[src/core/lcdc_consts.svh]
// Constants for the LCD command decoder
`ifndef LCDC_CONSTS_SVH
`define LCDC_CONSTS_SVH
`define LCDC_CONT_BIT      7
`define LCDC_SLAVE_ADDR_HI 6'h1C
`define LCDC_MODE_OP       2'h2
`define LCDC_DEVSEL_OP     4'hC
`define LCDC_BANK_OP       5'h1E
`define LCDC_BLINK_OP      4'hE
`define LCDC_PTR_LAST      6'h27
`define LCDC_SUB_MAX       3'h7
`define LCDC_DRIVE_STATIC  2'h1
`define LCDC_DRIVE_MUX2    2'h2
`define LCDC_DRIVE_MUX4    2'h0
`define LCDC_BLINK_DIV1    12'd768
`define LCDC_BLINK_DIV2    12'd1536
`define LCDC_BLINK_DIV3    12'd3072
`define LCDC_WORDS         40
`endif

[src/core/lcdc_pkg.sv]
// Types for the LCD command decoder
package lcdc_pkg;
  typedef enum logic [1:0] {
    LCDC_IDLE = 2'b00,
    LCDC_ADDR = 2'b01,
    LCDC_CMD  = 2'b10,
    LCDC_DATA = 2'b11
  } lcdc_state_e;

  typedef struct packed {
    logic       display_en;
    logic       half_bias;
    logic [1:0] drive_mode;
    logic       in_bank;
    logic       out_bank;
    logic       alt_blink;
    logic [1:0] blink_rate_field;
  } lcdc_status_s;

  typedef struct packed {
    logic       we;
    logic [5:0] addr;
    logic [3:0] mask;
    logic [3:0] data;
  } lcdc_ram_wr_s;
endpackage

[src/core/lcdc_decoder.sv]
// LCD command decoder and display controller status logic
// What this block does
// - Bytes after slave address are sorted into commands or display data.
// - Bit 7 of a command set means the next byte is also a command.
// - After a command with bit 7 clear, all further bytes are data.
// - Bits 6:5 = 10 is mode-set; bit 3 enables display, bit 4 ignored.
// - Mode-set bit 2 picks half bias; bits 1:0 pick drive mode.
// - Bit 6 clear loads low six bits into the data pointer.
// - Bits 6:3 = 1100 loads low three bits into subaddress counter.
// - Bits 6:2 = 11110 is bank-select; bit 1 picks input bank.
// - Bank-select bit 0 picks the output bank independently.
// - Bank-select has no effect in three- or four-way multiplex.
// - Bits 6:3 = 1110 is blink-select; bit 2 alternate, bits 1:0 rate.
// - Three- and four-way multiplex behave as normal blinking.
// - No alternate bank blinking in three- or four-way multiplex.
// - Decoded commands update status registers driving the display.
// - Data bytes fill display RAM in drive-mode order.
// - Blink rates toggle at clock divided by 768, 1536, 3072.
// - Answer only slave address 0111 00x matching pin; writes only.
// - Pointer advances per data byte, subaddress when the pointer wraps; only match acks.
`timescale 1ns/1ps
`include "lcdc_consts.svh"
module lcdc_decoder
  import lcdc_pkg::*;
#(
  parameter int WORDS = `LCDC_WORDS
) (
  input  wire logic         sys_clk_i,
  input  wire logic         srst_i,
  input  wire logic         start_i,
  input  wire logic         stop_i,
  input  wire logic         byte_vld_i,
  input  wire logic [7:0]   byte_i,
  input  wire logic         slave_lsb_pin_i,
  input  wire logic [2:0]   hw_subaddr_i,
  input  wire logic [5:0]   disp_addr_i,
  output logic              ack_o,
  output lcdc_status_s      status_o,
  output logic              blink_phase_o,
  output logic              display_on_o,
  output logic              show_alt_o,
  output logic [3:0]        disp_data_o,
  output logic [5:0]        data_ptr_o,
  output logic [2:0]        subaddr_o
);

  // ****************************************
  // State and status registers
  // ****************************************
  lcdc_state_e  state_ff, nxt_state;
  lcdc_status_s stat_ff, nxt_stat;
  logic [5:0]   ptr_ff, nxt_ptr;
  logic [2:0]   sub_ff, nxt_sub;
  logic         ack_ff, nxt_ack;
  lcdc_ram_wr_s wr_ff, nxt_wr;
  logic [1:0]   part_ff, nxt_part;
  logic [11:0]  bcnt_ff, nxt_bcnt;
  logic         bph_ff, nxt_bph;

  // Three- and four-way multiplex have no alternate bank
  function automatic logic no_alt_bank(input logic [1:0] mode);
    no_alt_bank = (mode != `LCDC_DRIVE_STATIC) && (mode != `LCDC_DRIVE_MUX2);
  endfunction

  // Pixels per RAM word used by the given drive mode
  function automatic logic [2:0] word_bits(input logic [1:0] mode);
    if (mode == `LCDC_DRIVE_STATIC) begin
      word_bits = 3'd1;
    end else if (mode == `LCDC_DRIVE_MUX2) begin
      word_bits = 3'd2;
    end else if (mode == `LCDC_DRIVE_MUX4) begin
      word_bits = 3'd4;
    end else begin
      word_bits = 3'd3;
    end
  endfunction

  logic        sel_match;
  logic [1:0]  parts;
  logic [2:0]  bits;
  logic [11:0] div_lim;
  logic [3:0]  wmask;
  logic [3:0]  wdata;
  logic [3:0]  sbase;
  logic [2:0]  bits_left;

  assign sel_match = (sub_ff == hw_subaddr_i);
  assign bits      = word_bits(stat_ff.drive_mode);

  // ****************************************
  // Byte sorting, command decode and data fill
  // ****************************************
  always_comb begin
    nxt_state = state_ff;
    nxt_stat  = stat_ff;
    nxt_ptr   = ptr_ff;
    nxt_sub   = sub_ff;
    nxt_ack   = 1'b0;
    nxt_part  = part_ff;
    nxt_wr    = '0;
    parts     = 2'd0;
    wmask     = 4'h0;
    wdata     = 4'h0;
    sbase     = 4'h0;
    bits_left = 3'd0;
    if (start_i) begin
      nxt_state = LCDC_ADDR;
      nxt_part  = 2'd0;
    end else if (stop_i) begin
      nxt_state = LCDC_IDLE;
    end else if (byte_vld_i) begin
      case (state_ff)
        LCDC_ADDR: begin
          // Write address with matching low bit only
          if ((byte_i[7:2] == `LCDC_SLAVE_ADDR_HI) && (byte_i[1] == slave_lsb_pin_i)
              && !byte_i[0]) begin
            nxt_state = LCDC_CMD;
            nxt_ack   = 1'b1;
          end else begin
            nxt_state = LCDC_IDLE;
          end
        end
        LCDC_CMD: begin
          nxt_ack = 1'b1;
          // Continuation flag picks next byte class
          nxt_state = byte_i[`LCDC_CONT_BIT] ? LCDC_CMD : LCDC_DATA;
          // Status updates per opcode
          if (!byte_i[6]) begin
            nxt_ptr  = byte_i[5:0];
            nxt_part = 2'd0;
          end else if (byte_i[6:5] == `LCDC_MODE_OP) begin
            nxt_stat.display_en = byte_i[3];
            nxt_stat.half_bias  = byte_i[2];
            nxt_stat.drive_mode = byte_i[1:0];
          end else if (byte_i[6:3] == `LCDC_DEVSEL_OP) begin
            nxt_sub = byte_i[2:0];
          end else if (byte_i[6:3] == `LCDC_BLINK_OP) begin
            nxt_stat.alt_blink        = byte_i[2];
            nxt_stat.blink_rate_field = byte_i[1:0];
          end else if ((byte_i[6:2] == `LCDC_BANK_OP) && !byte_i[0]
                       && !no_alt_bank(stat_ff.drive_mode)) begin
            nxt_stat.in_bank  = byte_i[1];
          end else if ((byte_i[6:2] == `LCDC_BANK_OP) && byte_i[0]
                       && !no_alt_bank(stat_ff.drive_mode)) begin
            nxt_stat.in_bank  = byte_i[1];
            nxt_stat.out_bank = byte_i[0];
          end
          // Other patterns leave status alone
          if ((byte_i[6:2] == `LCDC_BANK_OP) && !byte_i[0]
              && !no_alt_bank(stat_ff.drive_mode)) begin
            nxt_stat.out_bank = 1'b0;
          end
        end
        LCDC_DATA: begin
          // Data bytes fill RAM words MSB first
          nxt_ack = sel_match;
          parts   = 2'(8 / int'(bits) - 1);
          if (bits == 3'd3) begin
            parts = 2'd2;
          end
          bits_left = bits;
          sbase     = (stat_ff.in_bank && !no_alt_bank(stat_ff.drive_mode)) ? 4'd2 : 4'd0;
          for (int k = 0; k < 4; k++) begin
            if (k < int'(part_ff) + 1 && k >= int'(part_ff)) begin
              for (int b = 0; b < 4; b++) begin
                if (b < int'(bits_left)) begin
                  wmask[b + int'(sbase)] = 1'b1;
                  wdata[b + int'(sbase)] = byte_i[7 - (k * int'(bits) + b)];
                end
              end
            end
          end
          nxt_wr = '0;
          if (sel_match) begin
            nxt_wr.we   = 1'b1;
            nxt_wr.addr = ptr_ff;
            nxt_wr.mask = wmask;
            nxt_wr.data = wdata;
          end
          // One word per byte here; pointer advances per data byte, stored or not
          if (ptr_ff == `LCDC_PTR_LAST) begin
            nxt_ptr = 6'h0;
            nxt_sub = sub_ff + 3'd1;
          end else begin
            nxt_ptr = ptr_ff + 6'd1;
          end
          nxt_part = 2'd0;
        end
        default: begin
          nxt_state = LCDC_IDLE;
        end
      endcase
    end
  end

  always_ff @(posedge sys_clk_i) begin
    if (srst_i) begin
      state_ff <= LCDC_IDLE;
      stat_ff  <= '0;
      ptr_ff   <= 6'h0;
      sub_ff   <= 3'h0;
      ack_ff   <= 1'b0;
      wr_ff    <= '0;
      part_ff  <= 2'd0;
    end else begin
      state_ff <= nxt_state;
      stat_ff  <= nxt_stat;
      ptr_ff   <= nxt_ptr;
      sub_ff   <= nxt_sub;
      ack_ff   <= nxt_ack;
      wr_ff    <= nxt_wr;
      part_ff  <= nxt_part;
    end
  end

  // ****************************************
  // Blink divider
  // ****************************************
  always_comb begin
    if (stat_ff.blink_rate_field == 2'd1) begin
      div_lim = `LCDC_BLINK_DIV1;
    end else if (stat_ff.blink_rate_field == 2'd2) begin
      div_lim = `LCDC_BLINK_DIV2;
    end else begin
      div_lim = `LCDC_BLINK_DIV3;
    end
    nxt_bcnt = bcnt_ff + 12'd1;
    nxt_bph  = bph_ff;
    if (stat_ff.blink_rate_field == 2'd0) begin
      nxt_bcnt = 12'd0;
      nxt_bph  = 1'b0;
    end else if (bcnt_ff >= div_lim - 12'd1) begin
      nxt_bcnt = 12'd0;
      nxt_bph  = ~bph_ff;
    end
  end

  always_ff @(posedge sys_clk_i) begin
    if (srst_i) begin
      bcnt_ff <= 12'd0;
      bph_ff  <= 1'b0;
    end else begin
      bcnt_ff <= nxt_bcnt;
      bph_ff  <= nxt_bph;
    end
  end

  // ****************************************
  // Display side outputs
  // ****************************************
  logic alt_eff;
  logic blink_act;
  assign alt_eff = stat_ff.alt_blink && !no_alt_bank(stat_ff.drive_mode);
  // Stale phase is masked in the cycle blinking is switched off
  assign blink_act = bph_ff && (stat_ff.blink_rate_field != 2'd0);

  assign display_on_o  = stat_ff.display_en && !(blink_act && !alt_eff);
  assign show_alt_o    = alt_eff ? (stat_ff.out_bank ^ blink_act)
                                 : (stat_ff.out_bank && !no_alt_bank(stat_ff.drive_mode));
  assign ack_o         = ack_ff;
  assign status_o      = stat_ff;
  assign blink_phase_o = bph_ff;
  assign data_ptr_o    = ptr_ff;
  assign subaddr_o     = sub_ff;

  lcdc_ram #(
    .WORDS (WORDS)
  ) u_ram (
    .sys_clk_i (sys_clk_i),
    .wr_i      (wr_ff),
    .rd_addr_i (disp_addr_i),
    .rd_data_o (disp_data_o)
  );
endmodule

[src/core/lcdc_ram.sv]
// Display RAM of 4-bit words with masked write and registered read
`timescale 1ns/1ps
module lcdc_ram
  import lcdc_pkg::*;
#(
  parameter int WORDS = 40
) (
  input  wire logic         sys_clk_i,
  input  wire lcdc_ram_wr_s wr_i,
  input  wire logic [5:0]   rd_addr_i,
  output logic      [3:0]   rd_data_o
);
  logic [3:0] mem [WORDS];

  // Masked write and registered read
  always_ff @(posedge sys_clk_i) begin
    if (wr_i.we && (int'(wr_i.addr) < WORDS)) begin
      mem[wr_i.addr] <= (mem[wr_i.addr] & ~wr_i.mask) | (wr_i.data & wr_i.mask);
    end
    rd_data_o <= (int'(rd_addr_i) < WORDS) ? mem[rd_addr_i] : 4'h0;
  end
endmodule

[config.mk]
export PLATFORM = sky130hd
export DESIGN_NAME = lcdc_decoder
export DESIGN_NICKNAME = d
export VERILOG_FILES = /design/src/core/lcdc_pkg.sv /design/src/core/lcdc_decoder.sv /design/src/core/lcdc_ram.sv
export VERILOG_INCLUDE_DIRS = /design/src /design/src/core
export SDC_FILE = /design/constraint.sdc
export NUM_CORES = 1
export LEC_CHECK = 0
export BUFFER_PORTS_ARGS = -buffer_cell sky130_fd_sc_hd__buf_4
export CAP_MARGIN = 20
export CORE_UTILIZATION = 35
export DETAILED_ROUTE_END_ITERATION = 8
export PLACE_DENSITY_LB_ADDON = 0.05
export RECOVER_POWER = 50
export SKIP_CTS_REPAIR_TIMING = 1
export SLEW_MARGIN = 20
export SYNTH_ARGS = -nofsm -noshare
export SYNTH_HDL_FRONTEND = slang
export SYNTH_SLANG_ARGS = --single-unit
[constraint.sdc]
create_clock -name sys_clk_i -period 3.9 [get_ports sys_clk_i]
set_input_delay 0.195 -clock sys_clk_i [delete_from_list [all_inputs] [get_ports sys_clk_i]]
set_output_delay 0.195 -clock sys_clk_i [all_outputs]
set_load 0.03 [all_outputs]
# After elaboration in Yosys (flattened, before gate mapping)
# Memory sizes are Yosys's and may differ from the RTL's. A register that Yosys moved wholly into a read port is not among the register bits.
# Index checks and enable logic that the tools add are counted.
[classes]
n_addsub = 29
multipliers = 1
n_div = 0
magnitude_cmp = 34
n_eq_ne = 26
shifts = 0
n_mux = 280
bitwise = 30
n_reduce_logical = 49
[op_table]
columns = ["cell", "n"]
rows = [
  ["4-bit 2-to-1 mux", 187],
  ["32-bit by 5-bit less-than comparator with 1-bit output (second input constant)", 3],
  ["4-bit by 32-bit subtractor with 32-bit output (first input constant)", 3],
  ["4-bit bitwise OR", 16],
  ["4-bit bitwise mux", 15],
  ["1-bit 2-to-1 mux", 39],
  ["1-bit binary-select mux with 3-bit select", 12],
  ["32-bit by 2-bit adder with 32-bit output (second input constant)", 1],
  ["32-bit by 3-bit adder with 32-bit output (second input constant)", 1],
  ["1-bit by 32-bit less-than comparator with 1-bit output (first input constant)", 1],
  ["2-bit by 32-bit less-than comparator with 1-bit output (first input constant)", 1],
  ["3-bit by 32-bit less-than comparator with 1-bit output (first input constant)", 1],
  ["12-bit 2-to-1 mux", 2],
  ["3-bit 2-to-1 mux", 8],
  ["1-bit logical AND", 21],
  ["5-bit less-than comparator (second input constant)", 4],
  ["3-bit by 4-bit subtractor with 5-bit output (first input constant)", 4],
  ["6-bit by 5-bit less-than comparator with 1-bit output (second input constant)", 3],
  ["6-bit 2-to-1 mux", 3],
  ["9-bit AND reduction", 2],
  ["3-bit by 5-bit subtractor with 6-bit output (first input constant)", 3],
  ["8-bit AND reduction", 2],
  ["15-bit 2-to-1 mux", 1],
  ["12-bit by 1-bit adder with 12-bit output (second input constant)", 1],
  ["61 further kinds", 115],
]
[totals]
ff_bits = 51
latch_bits = 0
ram_bits = 160
rom_bits = 0
inputBits = 23
elab_cells = 469
memories = 1
[mem_list]
columns = ["name", "words", "word_bits", "read_ports", "rd_ports_with_merged_regs", "write_ports", "line", "rtl"]
rows = [
  ["u_ram.mem", 40, 4, 2, 2, 1, "lcdc_ram.sv:13", "logic [3:0] mem [WORDS];"],
]

# Longest topological paths before layout
# Gate-level depths: netlist (run 1).
[logic_depth]
ltp_word = 118
depth_mapped = 9

# Modules after synthesis
# A second synthesis (run 1) with hierarchy kept.
[unflattened]
hier_cells = 766
area_unflattened_um2 = 10321.1
[by_module_without_submodules]
columns = ["mod", "n_inst", "cells_per_inst", "area_each_um2"]
rows = [
  ["lcdc_ram", 1, 496, 7926.4],
  ["lcdc_decoder", 1, 270, 2394.8],
]

# Worst setup path after synthesis (run 1)
# OpenSTA, ideal clock, no wires.
[synth_timing]
path_kind = "reg2reg"
from = "register, netlist name wr_ff[8]"
to = "memory u_ram.mem[0][0], data pin"
setup_ns = 0.442
t_arrival_ns = 2.595
setup_slack_ns = 0.862
stages_incl_launch_ff = 8
path_buffers = 3
path_cell_list = "dfxtp_1 buf_2 buf_2 buf_2 a21oi_1 a211oi_1 o21ai_0 a32oi_1"
[synth_lines]
columns = ["item", "line"]
rows = [
  ["end, declared", "lcdc_ram.sv:13"],
]

==> impl_metrics.csv, run 1 <==
group,metric,value,unit
run_status,status,"finished with violations",
run_status,violations,"negative hold slack, max-capacitance violations, max-slew violations",
timing,worst_clock_skew,0.009560,ns
route,drtPass1Iterations,6,
logic_synthesis,syn_inst,767,
layout,areaGrowthSynthToFinish,15.00,%
die,die_area,29770,sq um
timing,period_minus_slack,3.384,ns
logic_synthesis,async_flop_share,0,%
worst_setup_path,required,4.15,ns
route,final_antenna_net_count,0,
worst_setup_path,rr_endpoint,"u_ram.mem[23][1]$_DFFE_PP_",
clocking,cts_buffers,25,
worst_setup_path,critical_path_class,"flop to flop",
layout,finish.net_count,865,
clocking,cts_buffer_depth,3,
worst_setup_path,worstPathCellList,"buf_4, mux2_2, a221o_1, o2bb2ai_1, a22oi_1, a32oi_2, buf_4",
worst_setup_path,r2r_slack,0.52,ns
job,max-cap-violations,1,
layout,register_area,5868,sq um
logic_synthesis,yosysUniqueCellTypes,62,
timing,rsz0062_at_grt,"false",
worst_setup_path,critical_path_arrival,3.63,ns
min_path,hold_start,"stop_i",
timing,worst_pin_slew,1.666,ns
layout,layout.cells.non_filler,1227,
min_path,min_to,"state_ff[0]$_SDFFE_PP0P_",
placement,hpwl,22.14,mm
timing,final_hold_viol_count,1,
logic_synthesis,ys_warn_count,0,
layout,antenna_cells,0,
route,vias,6911,
layout,stdcell_area,11710,sq um
clocking,htreeDepth,1,
worst_setup_path,end_kind,"flop",
power,power,4.691,mW
layout,final_util,40.89,%
timing,finalSetupTns,0,ns
timing,setup_viol,0,
layout,drive_gt1_share,18.15,%
grt,track_usage,20.88,%
logic_synthesis,synth.avg_cell_area,13.27,sq um
worst_setup_path,reg2reg_depth,7,
worst_setup_path,r2r_start,"wr_ff[10]$_SDFF_PP0_",
min_path,min_path_cells,4,
worst_setup_path,slowest_stage,"dfxtp_1",
timing,timing.hold.ws,-0.01064,ns
timing,slew_viol_final,41,
clocking,clk_pin_slew,0.06,ns
die,initial_core_util,35.56,%
min_path,hold_path_class,"input pin to flop",
power,p_leak,3.038,nW
worst_setup_path,crit_buf_inv,2,
layout,layout_common_cells,"160 x edfxtp_1, 90 x nor2_1, 55 x nand2_1",
grt,grt_pass1_wl,46.07,mm
route,drtIter0Drc,704,
worst_setup_path,cp_top_family,"flip-flops",
placement,pre_cts_slack,0.7692,ns
placement,dpl_cell_area,10980,sq um
worst_setup_path,crit_top_cell,"buf_4",
layout,n_fill_cell,2703,
grt,overflow,0,
grt,first_global_vias,7001,
power,powerDensity,400.8,nW/um^2
timing,relSlewSlack,-11.06,%
route,wl_per_cell,25.30,um
worst_setup_path,slowest_delay,1.10,ns
logic_synthesis,synth_edf_count,160,
logic_synthesis,ys_ff_latch,213,
clocking,root_buffer,"clkbuf_16",
die,coreArea,28630,sq um
logic_synthesis,synth.area.top_cells,"edfxtp_1 47%, mux4_2 12%, dfxtp_1 10%",
placement,gp_congestion,0.9471,
logic_synthesis,synth_top_area_cell,"edfxtp_1",
logic_synthesis,synth_seq_area_share,57.63,%
timing,max_freq,0.2955,GHz
grt,grt_start_max_net_pins,41,
clocking,cts_tree,"built",
die,die_w,172.5,um
timing,setup_ws,0.5165,ns
power,vdd_drop_max,269.0,uV
worst_setup_path,path_max_fanout,28,
timing,fin_crit_sh,86.76,%
route,drt-total-wl,31.05,mm
route,drc,0,
logic_synthesis,synth_ff_type,"edfxtp_1",
logic_synthesis,yosys.area.top_type_share,47.20,%
route,viasPerCell,5.632,
die,ios,49,
placement,numPortBuffers,48,
die,placementRows,62,
clocking,numClockSinks,213,
worst_setup_path,crit_start,"wr_ff[10]$_SDFF_PP0_",
layout,multi_input_area,4056,sq um
layout,mostFrequentLayoutCell,"edfxtp_1",
worst_setup_path,cp-start-kind,"flop",
clocking,clk_latency,0.52,ns
grt,grt_antenna_before_repair,1,
logic_synthesis,synth_nets,806,
placement,dp.cells,1174,
die,die_h,172.5,um
logic_synthesis,netlist_area,10180,sq um
## cells by family after synthesis
family                     after synthesis  synth area share [%]
and+or+nand+nor                        222                 10.19
adders and majority gates               16                 1.967
AOI/OAI and AO/OA                      137                 9.478
muxes                                  100                 16.61
DFF                                    213                 57.63
xor gates and xnor gates                16                 1.377
buffers and inverters                   63                 2.753
## flip-flops by register name (all words and copies together) (netlist names)
register,cells
data_ptr_o,6
status_o,9
u_ram.rd_data_o,4
wr_ff,15
blink_phase_o,1
state_ff,2
u_ram.mem,160
subaddr_o,3
bcnt_ff,12
ack_o,1
## cells in the mapped netlist (16+ instances only)
cell and count:
edfxtp_1 160, dfxtp_1 53, mux2i_1 26, mux4_2 53, o21ai_0 19, a22oi_1 22, nand2_1 55, inv_1 20
a21oi_1 27, a221oi_1 16, buf_2 23, ha_1 16, mux2_2 21, nor2_1 90
## area by class of cell
cell class | instances | share of cell area, %
Timing Repair Buffer | 75 | 4.051
Tap cell | 384 | 4.105
Inverter | 20 | 0.6414
Sequential cell | 213 | 50.13
Clock inverter | 11 | 0.5452
Clock buffer | 33 | 5.869
Multi-Input combinational cell | 491 | 34.66
## routing by layer
layer	wire length, um	up-vias	share of wire, %	GRT usage [%]
met5	0	-	0	0
met4	805	0	2.6	6.808
met3	2062	61	6.6	4.156
met2	14980	265	48	35.25
met1	13200	3493	43	26.83
li1	-	3092	-	-
## tightest hold or removal path, cell delays in order
cell	delay, ns
buf_4	0.11
nor2_1	0.04
nor2_1	0.08
nor2_1	0.04
## worst max path at each step
| stage | endpoint | slack [ns] | cells after the start |
|---|---|---|---|
| finish | u_ram.mem[23][1]$_DFFE_PP_ | 0.52 | 7 |
| global route | u_ram.mem[18][0]$_DFFE_PP_ | 0.31 | 6 |
| CTS | u_ram.mem[38][0]$_DFFE_PP_ | 0.77 | 6 |
| detailed placement | u_ram.mem[23][0]$_DFFE_PP_ | 0.77 | 6 |
| global placement | u_ram.mem[22][0]$_DFFE_PP_ | 0.91 | 6 |
| floorplan | u_ram.mem[0][0]$_DFFE_PP_ | 0.86 | 7 |
## power by group
group          switching, mW  internal (mW)
sequential           0.00172           2.41
clock                  0.907           1.24
combinational         0.0826         0.0550
total                  0.991           3.70
Note: power is estimated with default switching activity, not from simulation.
==> run 2, diff against run 1 <==
Settings changed: PLACE_DENSITY from default to 0.49, PLACE_DENSITY_LB_ADDON 0.05 to default.
==> run 2 against run 1 <==
Net effect:
- the run ends with max-capacitance violations, max-slew violations left
- via count increased by 0.35%
- first-iteration DRC count shrank 9.5%
- clock skew grew 0.0023 ns
- setup slack improved by 0.33 ns
- register-to-register slack gained 0.33 ns
- worst hold slack better by 0.018 ns
- wire length down 3.5%
- global-route usage is 0.72 points lower
- die area stayed put
- critical path depth stayed put
- sequential share of layout area down 0.18 points
- power up 2.8%
- critical endpoint is now u_ram.mem[7][0]$_DFFE_PP_
==> impl_metrics.csv, run 2 (same netlist as run 1, synthesis figures left out) <==
group,metric,value,unit
power,p_leak,3.050,nW
timing,period_minus_slack,3.058,ns
layout,layout_common_cells,"160 x edfxtp_1, 90 x nor2_1, 55 x nand2_1",
layout,top_register,"u_ram.mem",
clocking,clk_pin_slew,0.06,ns
route,drtIter0Drc,637,
layout,mostFrequentLayoutCell,"edfxtp_1",
die,placementRows,62,
worst_setup_path,r2r_start,"wr_ff[10]$_SDFF_PP0_",
worst_setup_path,reg2reg_depth,7,
min_path,hold_path_class,"input pin to flop",
placement,dpl_cell_area,10950,sq um
run_status,status,"finished with violations",
clocking,cts_buffer_depth,3,
layout,largest_reg_flops,160,
timing,rsz0062_at_grt,"false",
grt,first_global_vias,7208,
placement,gp_congestion,0.9302,
worst_setup_path,required,4.23,ns
timing,final_hold_viol_count,0,
grt,grt_pass1_wl,45.42,mm
worst_setup_path,rr_endpoint,"u_ram.mem[7][0]$_DFFE_PP_",
route,drc,0,
grt,grt_antenna_before_repair,0,
layout,stdcell_area,11750,sq um
die,coreArea,28630,sq um
worst_setup_path,critical_path_arrival,3.39,ns
clocking,htreeDepth,1,
worst_setup_path,crit_end,"u_ram.mem[7][0]$_DFFE_PP_",
worst_setup_path,path_max_fanout,24,
worst_setup_path,critical_path_class,"flop to flop",
route,wl_per_cell,24.43,um
grt,track_usage,20.15,%
timing,relSlewSlack,-13.72,%
clocking,cts_tree,"built",
timing,worst_pin_slew,1.706,ns
clocking,clk_latency,0.53,ns
route,vias,6935,
power,vdd_drop_max,262.8,uV
min_path,hold_start,"byte_i[5]",
die,die_w,172.5,um
timing,slew_viol_final,41,
placement,hpwl,20.91,mm
timing,finalSetupTns,0,ns
route,drtPass1Iterations,8,
clocking,numClockSinks,213,
grt,grt_start_max_net_pins,41,
worst_setup_path,end_kind,"flop",
clocking,root_buffer,"clkbuf_16",
layout,areaGrowthSynthToFinish,15.41,%
layout,drive_gt1_share,18.39,%
timing,fin_crit_sh,78.41,%
die,ios,49,
layout,top_regs,"u_ram.mem: 160 flops, wr_ff: 15 flops, bcnt_ff: 12 flops",
run_status,violations,"max-capacitance violations, max-slew violations",
route,drt-total-wl,29.97,mm
placement,numPortBuffers,48,
worst_setup_path,r2r_slack,0.84,ns
die,initial_core_util,35.56,%
die,die_area,29770,sq um
route,final_antenna_net_count,0,
route,viasPerCell,5.652,
timing,max_freq,0.3270,GHz
worst_setup_path,crit_start,"wr_ff[10]$_SDFF_PP0_",
job,max-cap-violations,1,
timing,setup_viol,0,
timing,worst_clock_skew,0.01188,ns
power,power,4.823,mW
grt,overflow,0,
die,die_h,172.5,um
worst_setup_path,cp-start-kind,"flop",
layout,n_fill_cell,2724,
clocking,cts_buffers,25,
layout,antenna_cells,0,
power,powerDensity,410.6,nW/um^2
layout,finish.net_count,863,
[run 2: final cells by class]
class                           instances  area, sq um  area share [%]
Sequential cell                       213         5868           49.95
Clock inverter                         15        143.9           1.225
Tap cell                              384        480.5           4.090
Multi-Input combinational cell        491         4050           34.48
Timing Repair Buffer                   73        471.7           4.015
Clock buffer                           31        658.1           5.602
Inverter                               20        75.07          0.6390
[run 2: worst max-delay path, cell delays in order (launching register included)]
cell	delay [ns]
dfxtp_1	0.67
buf_4	0.42
and2_0	0.55
a221oi_1	0.18
o21ai_0	0.34
a222oi_1	0.14
a32oi_2	0.26
buf_4	0.30
[run 2: how the worst min path moves through the flow]
stage / end / depth (start not counted)
finish: wr_ff[2]$_SDFF_PP0_ / 3
detailed placement: state_ff[1]$_SDFFE_PP0P_ / 2
global placement: state_ff[1]$_SDFFE_PP0P_ / 2
global route: status_o[0]$_SDFFE_PP0P_ / 2
floorplan: state_ff[1]$_SDFFE_PP0P_ / 1
CTS: state_ff[1]$_SDFFE_PP0P_ / 2
[run 2: through the flow]
| step | utilization [%] | worst slack (ns) | hold slack, ns | cells |
|---|---|---|---|---|
| 2_1_floorplan | - | 0.8623 | 0.2639 | 767 |
| 6_report | 41.04 | 0.8419 | 0.007009 | 1227 |
| 5_1_grt | 41.04 | 0.6428 | 0.01267 | 1227 |
| 4_1_cts | 41.06 | 1.043 | -0.1591 | 1216 |
| 3_5_place_dp | 38.26 | 1.059 | 0.3906 | 1170 |
| 3_3_place_gp | 38.26 | 1.124 | 0.3837 | 1170 |
[run 2: power breakdown]
group          total, mW  internal [mW]  switching, mW
clock               2.27           1.34          0.935
sequential          2.41           2.41        0.00185
combinational      0.141         0.0563         0.0848
[run 2: metal layers]
metal  track usage [%]  share of wire, %  vias to the layer above
li1                  -                 -                     3082
met1             26.37                41                     3451
met2             33.89                49                      335
met3             3.804               7.5                       67
met4             6.064               2.9                        0
met5                 0                 0                        -
